===== config.mk =====
export PLATFORM = sky130hd
export DESIGN_NAME = host_ctrl_status_regs
export DESIGN_NICKNAME = d
export VERILOG_FILES = /design/src/host_regs_pkg.sv /design/src/word_swapper.sv /design/src/host_ctrl_status_regs.sv
export SDC_FILE = /design/constraint.sdc
export NUM_CORES = 1
export LEC_CHECK = 0
export ABC_AREA = 1
export BUFFER_PORTS_ARGS = -buffer_cell sky130_fd_sc_hd__clkbuf_2
export CORE_MARGIN = 2
export CORE_UTILIZATION = 40
export CTS_CLUSTER_DIAMETER = 100
export DETAILED_ROUTE_END_ITERATION = 8
export GPL_TIMING_DRIVEN = 0
export PLACE_DENSITY_LB_ADDON = 0.25
export SLEW_MARGIN = 15
export SYNTH_ARGS = -nofsm -noshare
export SYNTH_HDL_FRONTEND = slang
export SYNTH_HIERARCHICAL = 1
export SYNTH_SLANG_ARGS = --single-unit

===== constraint.sdc =====
create_clock -name i_clk_sys -period 1.7 [get_ports i_clk_sys]
set_input_delay 0.34 -clock i_clk_sys [delete_from_list [all_inputs] [get_ports i_clk_sys]]
set_output_delay 0.34 -clock i_clk_sys [all_outputs]
set_load 0.01 [all_outputs]

===== src/host_regs_pkg.sv =====
// Purpose: Shared constants and types for the host control and status registers
// Assumes: Byte-indexed register port, 10 MHz system clock
// Notes:   Offsets are byte register indices
package host_regs_pkg;

  // ****************************************************************
  // Register map
  // ****************************************************************
  localparam logic [7:0] OFF_COMMAND      = 8'h00;
  localparam logic [7:0] OFF_IRQ_STATUS   = 8'h03;
  localparam logic [7:0] OFF_IRQ_GATE     = 8'h04;
  localparam logic [7:0] OFF_CREATOR      = 8'h05;
  localparam logic [7:0] OFF_CLK_LOCK     = 8'h06;
  localparam logic [7:0] OFF_SWAP_CFG     = 8'h0f;
  localparam logic [7:0] OFF_LANE_EN_LO   = 8'h10;
  localparam logic [7:0] OFF_LANE_EN_HI   = 8'h11;
  localparam logic [7:0] OFF_EVT_STATUS   = 8'h20;
  localparam logic [7:0] OFF_EVT_ENABLE   = 8'h21;
  localparam logic [7:0] OFF_EVT_CLEAR    = 8'h22;

  // ****************************************************************
  // Field layouts and reset values
  // ****************************************************************
  localparam int unsigned N_STAT        = 4;
  localparam int unsigned N_LANES       = 6;
  localparam int unsigned CMD_EN_LSB    = 4;
  localparam int unsigned GATE_BIT      = 4;
  localparam int unsigned HSWAP_BIT     = 3;
  localparam int unsigned BYTE_PAIR_SWAP_BIT     = 0;
  localparam logic [7:0]  CMD_WMASK     = 8'hf0;
  localparam logic [7:0]  GATE_WMASK    = 8'h10;
  localparam logic [7:0]  SWAP_WMASK    = 8'h09;
  localparam logic [7:0]  LANE_WMASK    = 8'h3f;
  localparam logic [7:0]  RST_BYTE      = 8'h00;
  localparam logic [7:0]  EVT_WMASK     = 8'h0f;
  // Arbitrary neutral creator code
  localparam logic [7:0]  CREATOR_CODE  = 8'h5a;

  // ****************************************************************
  // Timing
  // ****************************************************************
  localparam int unsigned CLK_HZ        = 10_000_000;
  localparam int unsigned TICK_HZ       = 1;
  localparam int unsigned TICK_CYCLES   = CLK_HZ / TICK_HZ;
  // Half period of the test level, one rising edge per tick period
  localparam int unsigned TICK_TOGGLE   = TICK_CYCLES / 2;

  // ****************************************************************
  // Carriers
  // ****************************************************************
  typedef struct packed {
    logic       wr;
    logic       rd;
    logic [7:0] addr;
    logic [7:0] wdata;
  } reg_req_s;

  typedef struct packed {
    logic [2:0] tx;
    logic [2:0] rx;
  } lane_en_s;

endpackage


===== src/word_swapper.sv =====
// Purpose: Halfword and byte-pair swapping of a 32-bit data word
// Assumes: Swap selects are stable register bits
// Notes:   Output is registered
`timescale 1ns/1ns
module word_swapper (
  // Clock and reset
  input  wire logic        i_clk_sys,
  input  wire logic        i_rst_n,
  // Controls
  input  wire logic        i_halfword_swap,
  input  wire logic        i_byte_pair_swap,
  // Data
  input  wire logic [31:0] i_data,
  output logic      [31:0] o_data
);

  wire logic [31:0] half_w;
  wire logic [31:0] byte_w;

  assign half_w = i_halfword_swap ? {i_data[15:0], i_data[31:16]} : i_data;      // see RQ10
  assign byte_w = i_byte_pair_swap ?
                  {half_w[23:16], half_w[31:24], half_w[7:0], half_w[15:8]} :
                  half_w;                                                        // see RQ11 RQ12

  always_ff @(posedge i_clk_sys or negedge i_rst_n) begin
    if (!i_rst_n) begin
      o_data <= 32'h0000_0000;
    end else begin
      o_data <= byte_w;
    end
  end

  a_full_reverse: assert property (@(posedge i_clk_sys) disable iff (!i_rst_n) // see RQ12
    (i_halfword_swap && i_byte_pair_swap) |=>
      o_data == {$past(i_data[7:0]), $past(i_data[15:8]),
                 $past(i_data[23:16]), $past(i_data[31:24])})
    else $error("Full byte reversal wrong");

endmodule


===== src/host_ctrl_status_regs.sv =====
// Purpose: Host control and status register group with interrupts and lane enables
// Assumes: Plain register port, read data one cycle after the read strobe
// Notes:   Status inputs and lock flags are asynchronous and synchronised
`timescale 1ns/1ns

// Summary of operation
// RQ1 - Status irq bits 7-4 assert only when their command enable bit is set
// RQ2 - Enabled status input going high raises the host interrupt
// RQ3 - Pending status irq clears when its enable is disabled then re-enabled
// RQ4 - Status bits 3-0 read sampled user inputs; register is read-only (bits 2-0 read the user inputs, bit 3 the test event)
// RQ5 - A once-per-second test event drives the status interrupt path
// RQ6 - Gate bit 4 masks all status irqs without altering per-bit enables (enabled event status bits still raise the host irq while the gate is clear)
// RQ7 - Read-only creator code register identifies the loaded image creator
// RQ8 - Clock status bit 1 shows transfer clock lock
// RQ9 - Clock status bit 0 shows reference clock lock
// RQ10 - Halfword swap bit 3 exchanges the two 16-bit halves
// RQ11 - Byte swap bit 0 gives byte order 1,0,3,2
// RQ12 - Both swaps give full byte reversal 3,2,1,0
// RQ13 - Lane enable bits 5-0: set enables, clear holds channel in reset
// RQ14 - Bits 5,4,3 enable transmit for ports 2,1,0
// RQ15 - Bits 2,1 enable receive for ports 2,1
// RQ16 - Bit 0 enables receive for port 0
// RQ17 - Command bits 7-4 are the per-bit status irq enables
// RQ18 - Reserved bits read zero and ignore writes
module host_ctrl_status_regs
  import host_regs_pkg::*;
(
  // Clock and reset
  input  wire logic        i_clk_sys,
  input  wire logic        i_rst_n,
  // Register port
  input  wire logic [7:0]  i_reg_addr,
  input  wire logic [7:0]  i_reg_wdata,
  input  wire logic        i_reg_wr,
  input  wire logic        i_reg_rd,
  output logic      [7:0]  o_reg_rdata,
  // User status and clock lock inputs
  input  wire logic [2:0]  i_user_status_inputs,
  input  wire logic        i_reference_clock_locked,
  input  wire logic        i_transfer_clock_locked,
  // Data path
  input  wire logic [31:0] i_data,
  output logic      [31:0] o_data,
  // Lane enables and interrupt
  output logic      [5:0]  o_dma_lane_enables,
  output logic             o_host_irq
);

  // ****************************************************************
  // Request decode
  // ****************************************************************
  reg_req_s req;
  assign req = '{wr: i_reg_wr, rd: i_reg_rd, addr: i_reg_addr, wdata: i_reg_wdata};

  function automatic logic hit(input reg_req_s r, input logic [7:0] off);
    return r.wr && (r.addr == off);
  endfunction

  wire logic wr_cmd;
  wire logic wr_gate;
  wire logic wr_swap;
  wire logic wr_lane;
  wire logic wr_eena;
  wire logic wr_eclr;
  assign wr_cmd  = hit(req, OFF_COMMAND);
  assign wr_gate = hit(req, OFF_IRQ_GATE);
  assign wr_swap = hit(req, OFF_SWAP_CFG);
  assign wr_lane = hit(req, OFF_LANE_EN_LO);
  assign wr_eena = hit(req, OFF_EVT_ENABLE);
  assign wr_eclr = hit(req, OFF_EVT_CLEAR);

  // ****************************************************************
  // Input synchronisers
  // ****************************************************************
  logic [4:0] sync1_q;
  logic [4:0] sync2_q;
  always_ff @(posedge i_clk_sys or negedge i_rst_n) begin
    if (!i_rst_n) begin
      sync1_q <= 5'h00;
      sync2_q <= 5'h00;
    end else begin
      sync1_q <= {i_transfer_clock_locked, i_reference_clock_locked, i_user_status_inputs};
      sync2_q <= sync1_q;
    end
  end

  // ****************************************************************
  // One second test tick
  // ****************************************************************
  logic [23:0] tick_cnt_q;
  logic        tick_lvl_q;
  wire  logic  tick_w;
  assign tick_w = (tick_cnt_q == 24'(TICK_TOGGLE - 1));
  always_ff @(posedge i_clk_sys or negedge i_rst_n) begin
    if (!i_rst_n) begin
      tick_cnt_q <= 24'h00_0000;
      tick_lvl_q <= 1'b0;
    end else begin
      tick_cnt_q <= tick_w ? 24'h00_0000 : tick_cnt_q + 24'h00_0001;
      if (tick_w) begin
        tick_lvl_q <= ~tick_lvl_q;                                               // see RQ5
      end
    end
  end

  // Status bit 3 carries the test event, bits 2-0 the user inputs
  wire logic [3:0] stat_w;
  assign stat_w = {tick_lvl_q, sync2_q[2:0]};                                    // see RQ5

  // ****************************************************************
  // Control registers
  // ****************************************************************
  logic [3:0] irq_en_q;
  logic       gate_q;
  logic       hswap_q;
  logic       byte_pair_swap_q;
  logic [5:0] lane_q;
  logic [3:0] stat_q;
  logic [3:0] stat_prev_q;
  logic [3:0] irq_q;

  always_ff @(posedge i_clk_sys or negedge i_rst_n) begin
    if (!i_rst_n) begin
      irq_en_q <= 4'h0;
      gate_q   <= 1'b0;
      hswap_q  <= 1'b0;
      byte_pair_swap_q  <= 1'b0;
      lane_q   <= 6'h00;
    end else begin
      if (wr_cmd) begin
        irq_en_q <= req.wdata[CMD_EN_LSB +: N_STAT];                             // see RQ17
      end
      if (wr_gate) begin
        gate_q <= req.wdata[GATE_BIT];                                           // see RQ6
      end
      if (wr_swap) begin
        hswap_q <= req.wdata[HSWAP_BIT];
        byte_pair_swap_q <= req.wdata[BYTE_PAIR_SWAP_BIT];
      end
      if (wr_lane) begin
        lane_q <= req.wdata[N_LANES-1:0];                                        // see RQ13
      end
    end
  end

  // ****************************************************************
  // Status interrupt bits
  // ****************************************************************
  wire logic [3:0] rise_w;
  wire logic [3:0] disarm_w;
  wire logic [3:0] irq_d;
  assign rise_w   = stat_w & ~stat_prev_q;
  assign disarm_w = wr_cmd ? ~req.wdata[CMD_EN_LSB +: N_STAT] : 4'h0;
  // Latch on rising enabled input; disable clears; set wins only while enabled
  assign irq_d    = ((irq_q & ~disarm_w) | (rise_w & irq_en_q & ~disarm_w));     // see RQ1

  always_ff @(posedge i_clk_sys or negedge i_rst_n) begin
    if (!i_rst_n) begin
      stat_q      <= 4'h0;
      stat_prev_q <= 4'h0;
      irq_q       <= 4'h0;
    end else begin
      stat_q      <= stat_w;                                                     // see RQ4
      stat_prev_q <= stat_w;
      irq_q       <= irq_d;                                                      // see RQ3
    end
  end

  // ****************************************************************
  // Event status, enable and clear
  // ****************************************************************
  logic [3:0] evt_q;
  logic [3:0] evt_en_q;
  wire  logic [3:0] evt_set_w;
  wire  logic [3:0] evt_clr_w;
  assign evt_set_w = irq_d & ~irq_q;
  assign evt_clr_w = wr_eclr ? req.wdata[N_STAT-1:0] : 4'h0;

  always_ff @(posedge i_clk_sys or negedge i_rst_n) begin
    if (!i_rst_n) begin
      evt_q    <= 4'h0;
      evt_en_q <= 4'h0;
    end else begin
      evt_q <= (evt_q & ~evt_clr_w) | evt_set_w;
      if (wr_eena) begin
        evt_en_q <= req.wdata[N_STAT-1:0];
      end
    end
  end

  // ****************************************************************
  // Interrupt output
  // ****************************************************************
  wire logic irq_w;
  assign irq_w = (gate_q && (|irq_q)) || (|(evt_q & evt_en_q));                 // see RQ2

  always_ff @(posedge i_clk_sys or negedge i_rst_n) begin
    if (!i_rst_n) begin
      o_host_irq <= 1'b0;
    end else begin
      o_host_irq <= irq_w;                                                       // see RQ6
    end
  end

  // ****************************************************************
  // Lane enables
  // ****************************************************************
  lane_en_s lanes_w;
  assign lanes_w = '{tx: lane_q[5:3], rx: lane_q[2:0]};                          // see RQ14

  always_ff @(posedge i_clk_sys or negedge i_rst_n) begin
    if (!i_rst_n) begin
      o_dma_lane_enables <= 6'h00;
    end else begin
      o_dma_lane_enables <= {lanes_w.tx, lanes_w.rx};                            // see RQ15
    end
  end

  // ****************************************************************
  // Read mux
  // ****************************************************************
  logic [7:0] rdata_w;
  always_comb begin
    rdata_w = RST_BYTE;
    unique case (req.addr)
      OFF_COMMAND:    rdata_w = {irq_en_q, 4'h0} & CMD_WMASK;
      OFF_IRQ_STATUS: rdata_w = {irq_q, stat_q};                                 // see RQ4
      OFF_IRQ_GATE:   rdata_w = {3'h0, gate_q, 4'h0} & GATE_WMASK;               // see RQ18
      OFF_CREATOR:    rdata_w = CREATOR_CODE;                                    // see RQ7
      OFF_CLK_LOCK:   rdata_w = {6'h00, sync2_q[4], sync2_q[3]};                 // see RQ8 RQ9
      OFF_SWAP_CFG:   rdata_w = {4'h0, hswap_q, 2'h0, byte_pair_swap_q} & SWAP_WMASK;
      OFF_LANE_EN_LO: rdata_w = {2'h0, lane_q} & LANE_WMASK;                     // see RQ16
      OFF_LANE_EN_HI: rdata_w = RST_BYTE;
      OFF_EVT_STATUS: rdata_w = {4'h0, evt_q} & EVT_WMASK;
      OFF_EVT_ENABLE: rdata_w = {4'h0, evt_en_q} & EVT_WMASK;
      default:        rdata_w = RST_BYTE;
    endcase
  end

  always_ff @(posedge i_clk_sys or negedge i_rst_n) begin
    if (!i_rst_n) begin
      o_reg_rdata <= RST_BYTE;
    end else if (req.rd) begin
      o_reg_rdata <= rdata_w;
    end else begin
      o_reg_rdata <= RST_BYTE;
    end
  end

  // ****************************************************************
  // Data path swapping
  // ****************************************************************
  word_swapper u_swap (
    .i_clk_sys        (i_clk_sys),
    .i_rst_n          (i_rst_n),
    .i_halfword_swap  (hswap_q),                                                 // see RQ10
    .i_byte_pair_swap (byte_pair_swap_q),                                                 // see RQ11
    .i_data           (i_data),
    .o_data           (o_data)
  );

  // ****************************************************************
  // Checks
  // ****************************************************************
  a_irq_needs_en: assert property (@(posedge i_clk_sys) disable iff (!i_rst_n) // see RQ1
    $rose(irq_q[0]) |-> $past(irq_en_q[0]))
    else $error("Irq bit set without enable");

  a_irq_raised: assert property (@(posedge i_clk_sys) disable iff (!i_rst_n) // see RQ2
    (gate_q && irq_q[1]) |=> o_host_irq)
    else $error("Enabled irq not raised");

  a_irq_rearm_clr: assert property (@(posedge i_clk_sys) disable iff (!i_rst_n) // see RQ3
    (wr_cmd && !req.wdata[CMD_EN_LSB]) |=> !irq_q[0])
    else $error("Disable did not clear irq");

  a_irq_holds: assert property (@(posedge i_clk_sys) disable iff (!i_rst_n) // see RQ3
    (irq_q[2] && !wr_cmd) |=> irq_q[2])
    else $error("Irq cleared without rearm");

  a_status_sample: assert property (@(posedge i_clk_sys) disable iff (!i_rst_n) // see RQ4
    ##1 stat_q[2:0] == $past(sync2_q[2:0]))
    else $error("Status not sampled");

  a_gate_blocks: assert property (@(posedge i_clk_sys) disable iff (!i_rst_n) // see RQ6
    (!gate_q && !(|(evt_q & evt_en_q))) |=> !o_host_irq)
    else $error("Gate did not block irq");

  a_gate_keeps_en: assert property (@(posedge i_clk_sys) disable iff (!i_rst_n) // see RQ6
    (wr_gate && !wr_cmd) |=> $stable(irq_en_q))
    else $error("Gate write changed enables");

  a_lock_read: assert property (@(posedge i_clk_sys) disable iff (!i_rst_n) // see RQ9
    (req.rd && req.addr == OFF_CLK_LOCK) |=> o_reg_rdata[0] == $past(sync2_q[3]))
    else $error("Lock bit wrong");

  a_creator_read: assert property (@(posedge i_clk_sys) disable iff (!i_rst_n) // see RQ7
    (req.rd && req.addr == OFF_CREATOR) |=> o_reg_rdata == CREATOR_CODE)
    else $error("Creator code wrong");

  a_lane_follow: assert property (@(posedge i_clk_sys) disable iff (!i_rst_n) // see RQ13
    wr_lane |=> ##1 o_dma_lane_enables == $past(req.wdata[5:0], 2))
    else $error("Lane enables wrong");

  a_reserved_zero: assert property (@(posedge i_clk_sys) disable iff (!i_rst_n) // see RQ18
    (req.rd && req.addr == OFF_SWAP_CFG) |=> o_reg_rdata[7:4] == 4'h0)
    else $error("Reserved bits not zero");

  a_xfer_lock_read: assert property (@(posedge i_clk_sys) disable iff (!i_rst_n) // see RQ8
    (req.rd && req.addr == OFF_CLK_LOCK) |=> o_reg_rdata[1] == $past(sync2_q[4]))
    else $error("Transfer lock bit wrong");

  a_cmd_enables: assert property (@(posedge i_clk_sys) disable iff (!i_rst_n) // see RQ17
    wr_cmd |=> irq_en_q == $past(req.wdata[CMD_EN_LSB +: N_STAT]))
    else $error("Command enables not taken");

  a_tick_bound: assert property (@(posedge i_clk_sys) disable iff (!i_rst_n) // see RQ5
    tick_cnt_q < 24'(TICK_TOGGLE))
    else $error("Test tick counter out of range");

  a_tick_toggle: assert property (@(posedge i_clk_sys) disable iff (!i_rst_n) // see RQ5
    1'b1 |=> ($changed(tick_lvl_q) == $past(tick_w)))
    else $error("Test level toggled off its tick");

  a_half_swap: assert property (@(posedge i_clk_sys) disable iff (!i_rst_n) // see RQ10
    (hswap_q && !byte_pair_swap_q) |=> o_data == {$past(i_data[15:0]), $past(i_data[31:16])})
    else $error("Halfword swap wrong");

  a_byte_swap: assert property (@(posedge i_clk_sys) disable iff (!i_rst_n) // see RQ11
    (!hswap_q && byte_pair_swap_q) |=>
      o_data == {$past(i_data[23:16]), $past(i_data[31:24]),
                 $past(i_data[7:0]), $past(i_data[15:8])})
    else $error("Byte pair swap wrong");

endmodule


==> results of run 1 <==
==> per-stage QoR <==
stage / utilization [%] / power [µW] / instance area, µm²
2_1_floorplan: - / 3470 / 5510
3_3_place_gp: 46.8 / 3840 / 6240
3_5_place_dp: 47.1 / 3860 / 6280
4_1_cts: 49.2 / 5840 / 6570
5_1_grt: 49.2 / 6090 / 6570
6_report: 49.2 / 5770 / 6570
==> per-layer routing <==
metal	up-vias	wire length [µm]	track usage [%]
met5	-	0	0
met4	0	244	7.69
met3	21	982	3.95
met2	203	5830	28.9
met1	2165	6100	25.2
li1	2389	-	-
==> final timing paths <==
check	end	cells past startpoint	startpoint
worst max-delay path	tick_cnt_q[0]	7	tick_cnt_q[0]
worst min-delay path	sync1_q[3]	1	i_reference_clock_locked
worst max register to register	tick_cnt_q[0]	7	tick_cnt_q[0]
worst min register to register	sync2_q[0]	0	sync1_q[0]
max in group asynchronous	tick_cnt_q[17]	3	i_rst_n
min in group asynchronous	o_dma_lane_enables[1]	2	i_rst_n
==> cells in the final DEF (no fill, tap or decap), types with 2 or more instances in the layout <==
cell       synthesis  final
a21oi_1            3      3
a22o_1             2      2
buf_2              4      4
buf_4              6      6
buf_6              6      6
clkbuf_16          0      9
clkbuf_2           0    102
clkbuf_8           0      2
clkinv_2           0      4
dfrtp_1          111    111
inv_1            102    102
inv_2              3      3
nand2_1          177    176
nand2_2           15     16
nand3_1          102    102
nand3_2            4      4
nand3b_1           3      3
nand4_1           10     10
nor2_1            61     61
nor2_2             4      4
nor2_4             3      3
nor3_1             8      8
nor3b_1            2      2
o21a_1             9      9
o21ai_0           17     17
o21ai_2            8      8
o21bai_1           2      2
or2_2              2      2
or2_4              2      2
xor2_1            10     10
==> synth_stat cells, types with 4 or more instances <==
| master | number | share of area [%] |
|---|---|---|
| inv_1 | 102 | 6.9 |
| nand4_1 | 10 | 1.1 |
| nor2_1 | 61 | 4.2 |
| nand3_1 | 102 | 9.3 |
| o21ai_0 | 17 | 1.5 |
| nor2_2 | 4 | 0.45 |
| buf_6 | 6 | 1.2 |
| o21ai_2 | 8 | 1.3 |
| buf_2 | 4 | 0.36 |
| nor3_1 | 8 | 0.73 |
| nand3_2 | 4 | 0.73 |
| xor2_1 | 10 | 1.6 |
| o21a_1 | 9 | 1.2 |
| buf_4 | 6 | 0.82 |
| dfrtp_1 | 111 | 50 |
| nand2_2 | 15 | 1.7 |
| nand2_1 | 177 | 12 |
==> cells by family after synthesis <==
logic type                 Yosys count  synth area share [%]
AOI/OAI and AO/OA                   43                  5.11
xor gates and xnor gates            10                  1.59
buffers and inverters              122                  9.68
adders and majority gates            1                 0.227
and+or+nand+nor                    399                  33.0
DFF                                111                  50.4
==> where the power goes <==
group	total (µW)	internal, µW	leakage, µW	switching (µW)
clock	1960	1030	0.000138	933
combinational	853	335	0.00201	518
sequential	2960	2840	0.00141	117
total	5770	4200	0.00356	1570
==> cell type report <==
cell class / count / area, µm² / share of cell area (%)
Inverter: 106 / 400 / 6.09
Multi-Input combinational cell: 453 / 2200 / 33.5
Sequential cell: 111 / 2780 / 42.3
Clock buffer: 10 / 239 / 3.64
Buffer: 16 / 133 / 2.02
Timing Repair Buffer: 105 / 562 / 8.55
Tap cell: 176 / 220 / 3.35
Clock inverter: 6 / 36.3 / 0.552
==> flip-flops by register name, indices dropped and copies added (netlist names) <==
| name | count |
|---|---|
| u_swap/o_data | 32 |
| tick_cnt_q | 24 |
| o_reg_rdata | 8 |
| lane_q | 6 |
| o_dma_lane_enables | 6 |
| sync1_q | 5 |
| sync2_q | 5 |
| evt_en_q | 4 |
| evt_q | 4 |
| irq_en_q | 4 |
| irq_q | 4 |
| stat_prev_q | 4 |
| byte_pair_swap_q | 1 |
| gate_q | 1 |
| hswap_q | 1 |
| o_host_irq | 1 |
| tick_lvl_q | 1 |
==> timing repair <==
item,4_1_cts,5_1_grt
hold endpoints to repair,41,0
resized for setup,0,2
hold buffers,1,0
endpoints found under the setup margin,0,3
==> critical path: stages (launching register included) <==
cell and delay, ns:
dfrtp_1 0.37, ha_2 0.21, nand3_2 0.14, nor3_1 0.27
nand3_2 0.22, inv_1 0.14, or2_1 0.11, inv_1 0.03
==> metrics, run 1 <==
status complete, no violations; count of input and output buffers approximately 100; Fillers ~1300; yosys warns 6; Post-synth top flop dfrtp_1; fmax 0.628 GHz; pre-CTS setup slack around 0.056 ns; vias in the first global route about 4600; Die Footprint around 15000 µm²; worst clock skew ~0.008 ns; number of instances in the placed design roughly 970; Critical Setup Path Class reg -> reg; Worst-Skew Late Latency 0.35 ns; post-route ant nets 0; dpl hpwl between 10000 and 15000 µm; antenna violations before repair 0; Initial DRC Count around 330; Root Driver clkbuf_16; crit share post-route a little over nine tenths; nets 860; Final setup viols 0; Row Count 42; unrepaired setup endpoints after global routing no; count of final max-slew check failures 0; post-CTS setup buffer count 0; post-synthesis cell count between 600 and 700; vias between 4000 and 5000; TritonCTS Buffers 9; Tmin final 1.59 ns; number of synthesized register bits roughly 110; area grow syn2layout 19.3%; Critical Path RT 1.95 ns; hold slack 0.0964 ns; Static Leak ~0.0036 µW; ANT cells 0; Synth cell types 36; drt wl/cell between 10 and 15 µm; Syn Nets 744; PwrDens between 800 and 900 nW/µm²; Overall Global Routing Usage a little under a fifth; r2r setup slk about 0.11 ns; number of synthesized flops with an enable pin 0; htree depth 3; Worst EP arrival roughly 1.8 ns; Fin. Hold Viols 0; worst min path class in -> reg; Starting Density between 40% and 50%; crit start category flip-flop; endpoint class of the critical path flip-flop; Die Y about 120 µm; Clock Sinks ~110; Max IR drop VDD slightly below 0.0005 V; fraction of registers with async set/reset 100%; DRC 0; IO Count ~100; syn_area_per_cell 8.03 µm²; setup ws final about 0.11 ns; clock tree buffer depth 2; final setup TNS 0 ns; clock transition at the registers of the reported paths ~0.07 ns; Max-Cap Viols 0; Mapped Area 5510 µm²; Slew HR roughly 70%; layout cells sized above 1 ~23%; Core Region approximately 13000 µm²; CTS tree yes; routability congestion estimate 0.979; vias per cell roughly 4.9; drt pass-1 iters 6; Congestion Overflow GR 0; largest net degree at the start of global routing 71; global-route wire length before repair about 21000 µm; Non-Filler Instances 983; sequential area share after synthesis 50.4%; drt total wl 13200 µm; CP max FO 7; Die W between 100 and 150 µm; worst-margin pin slew 0.445 ns
Power figures use the tool's default switching activity.
==> run 2, diff against run 1 <==
--- a/config.mk
+++ b/config.mk
@@ -7,13 +7,14 @@
 export LEC_CHECK = 0
 export ABC_AREA = 1
 export BUFFER_PORTS_ARGS = -buffer_cell sky130_fd_sc_hd__clkbuf_2
+export CORE_ASPECT_RATIO = 0.6
 export CORE_MARGIN = 2
 export CORE_UTILIZATION = 40
 export CTS_CLUSTER_DIAMETER = 100
 export DETAILED_ROUTE_END_ITERATION = 8
 export GPL_TIMING_DRIVEN = 0
 export PLACE_DENSITY_LB_ADDON = 0.25
-export SLEW_MARGIN = 15
+export SLEW_MARGIN = 5
 export SYNTH_ARGS = -nofsm -noshare
 export SYNTH_HDL_FRONTEND = slang
 export SYNTH_HIERARCHICAL = 1
==> metrics, run 2 (same netlist as run 1, synthesis figures left out) <==
Overall Global Routing Usage around 20%; Max IR drop VDD between 0.0004 and 0.0005 V; placed cell area roughly 6300 µm²; Static Leak 0.00357 µW; Largest stage delay, worst path between 0.3 and 0.4 ns; most frequent cells in the layout 176 x nand2_1, 111 x dfrtp_1, 102 x inv_1, 102 x clkbuf_2, 101 x nand3_1; drt wl/cell 14.4 µm; clock transition at the registers of the reported paths around 0.080 ns; Congestion Overflow GR 0; global-route wire length before repair between 20000 and 25000 µm; Row Count 33; ANT cells 0; post-route ant nets 0; CP most frequent cell inv_1; worst min path class in -> reg; count of final max-slew check failures 0; count of input and output buffers 103; Critical Path RT a little under 2 ns; DRC 0; routability congestion estimate 0.990; Slew HR between 70 and 80%; largest net degree at the start of global routing 84; antenna violations before repair 0; Non-Filler Instances 983; Root Driver clkbuf_16; Initial DRC Count 424; crit start category flip-flop; hold slack between 0.08 and 0.09 ns; status complete, no violations; sw frac between 20% and 30%; Fin. Hold Viols 0; drt pass-1 iters 5; Die W roughly 160 µm; layout cells sized above 1 between 20% and 30%; Max-Cap Viols 0; vias per cell about 4.9; vias in the first global route around 4400; Critical Setup Path Class reg -> reg; dpl hpwl 10900 µm; max FFs per register 32; biggest regs u_swap/o_data x32, tick_cnt_q x24, o_reg_rdata x8; Core Region between 10000 and 15000 µm²; drt total wl around 14000 µm; Final setup viols 0; most common cell after layout, fill and taps aside nand2_1; worst clock skew around 0.0056 ns; clock tree buffer depth 2; number of instances in the placed design approximately 970; Starting Density between 40% and 50%; CTS tree yes; IO Count about 100; Worst-Skew Late Latency 0.35 ns; Die Y roughly 95 µm; final instance area around 6600 µm²; Tmin final 1.57 ns; P_int roughly 4200 µW; Combinational Power Share between 10% and 20%; area grow syn2layout 19.9%; nets around 860; CP max-delay cell dfrtp_1; CP max FO 7; crit share post-route between 90% and 100%; Die Footprint roughly 15000 µm²; worst-margin pin slew 0.447 ns; Clock power frac a little over a third; register share of total power 50.4%; Worst EP arrival about 1.8 ns; htree depth 3; Reg with most FFs u_swap/o_data; unrepaired setup endpoints after global routing no; fmax about 0.64 GHz; PwrDens 894 nW/µm²; Clock Sinks roughly 110; vias 4835; TritonCTS Buffers 9; endpoint class of the critical path flip-flop; Critical Path, Cell by Cell ha_2 -> nand3_4 -> inv_1 -> nand2_1 -> nor2_4 -> buf_4 -> xor2_1 -> inv_1; net switching power approximately 1700 µW
==> run 2: cell types whose count changed in the layout (fill, tap and decap cells not counted), sizes merged <==
cell,delta
clkinv,-3
clkinvlp,-1
inv,+4
buf,+1
==> run 2: metrics by stage <==
step	setup WS (ns)	TNS, ns	power (µW)	utilization [%]
after floorplan	0.282	0	3470	-
after global placement	-1.39	-152.88	3860	46.1
after detailed placement	0.0757	0	3880	46.4
after CTS	0.100	0	5970	48.6
after global routing	0.00770	0	6220	48.8
final	0.128	0	5900	48.8
==> run 2: path summary, 6_finish.rpt <==
path / startpoint / endpoint / slack, ns / cells past startpoint
max in group asynchronous: i_rst_n / tick_cnt_q[12] / 0.60 / 3
setup / recovery: tick_cnt_q[0] / tick_cnt_q[12] / 0.13 / 8
hold / removal: i_transfer_clock_locked / sync1_q[4] / 0.09 / 1
min in group asynchronous: i_rst_n / evt_en_q[0] / 0.43 / 2
hold reg to reg: sync1_q[0] / sync2_q[0] / 0.35 / 0
setup reg to reg: tick_cnt_q[0] / tick_cnt_q[12] / 0.13 / 8
==> run 2: area by class of cell <==
type | instances | area [µm²]
inverter | 106 | 400
timing repair buffer | 106 | 569
clock inverter | 6 | 60.1
clock buffer | 10 | 229
fill | 1296 | 6940
multi-input combinational | 453 | 2220
buffer | 16 | 133
tap | 175 | 219
sequential | 111 | 2780
==> run 2: what timing repair did <==
item / CTS / global route
hold buffers: 1 / 0
endpoints found under the hold margin: 28 / 0
resized for setup: 0 / 4
buffers inserted: 0 / 1
setup endpoints to repair: 0 / 5
==> run 2: worst max-delay path: cells and delay by family (launching register included) <==
family	cells	cell delay, ns
XOR/XNOR	1	0.14
AND/OR/NAND/NOR	3	0.46
flip-flops	1	0.37
buffers and inverters	3	0.27
adder cells (fa/ha/maj)	1	0.22
==> run 2: power groups by stage <==
stage	combinational [µW]	sequential (µW)	clock (µW)
finish	866	2970	2060
global route	967	3000	2260
CTS	864	2970	2140
detailed placement	859	3020	0
global placement	841	3020	0
floorplan	438	3030	0
==> run 2: metal layers <==
layer,GRT usage [%],up-vias,share of wire (%)
met5,0,-,0
met4,3.52,0,0.46
met3,7.07,7,11
met2,24.2,222,35
met1,33.7,2213,54
li1,-,2393,-
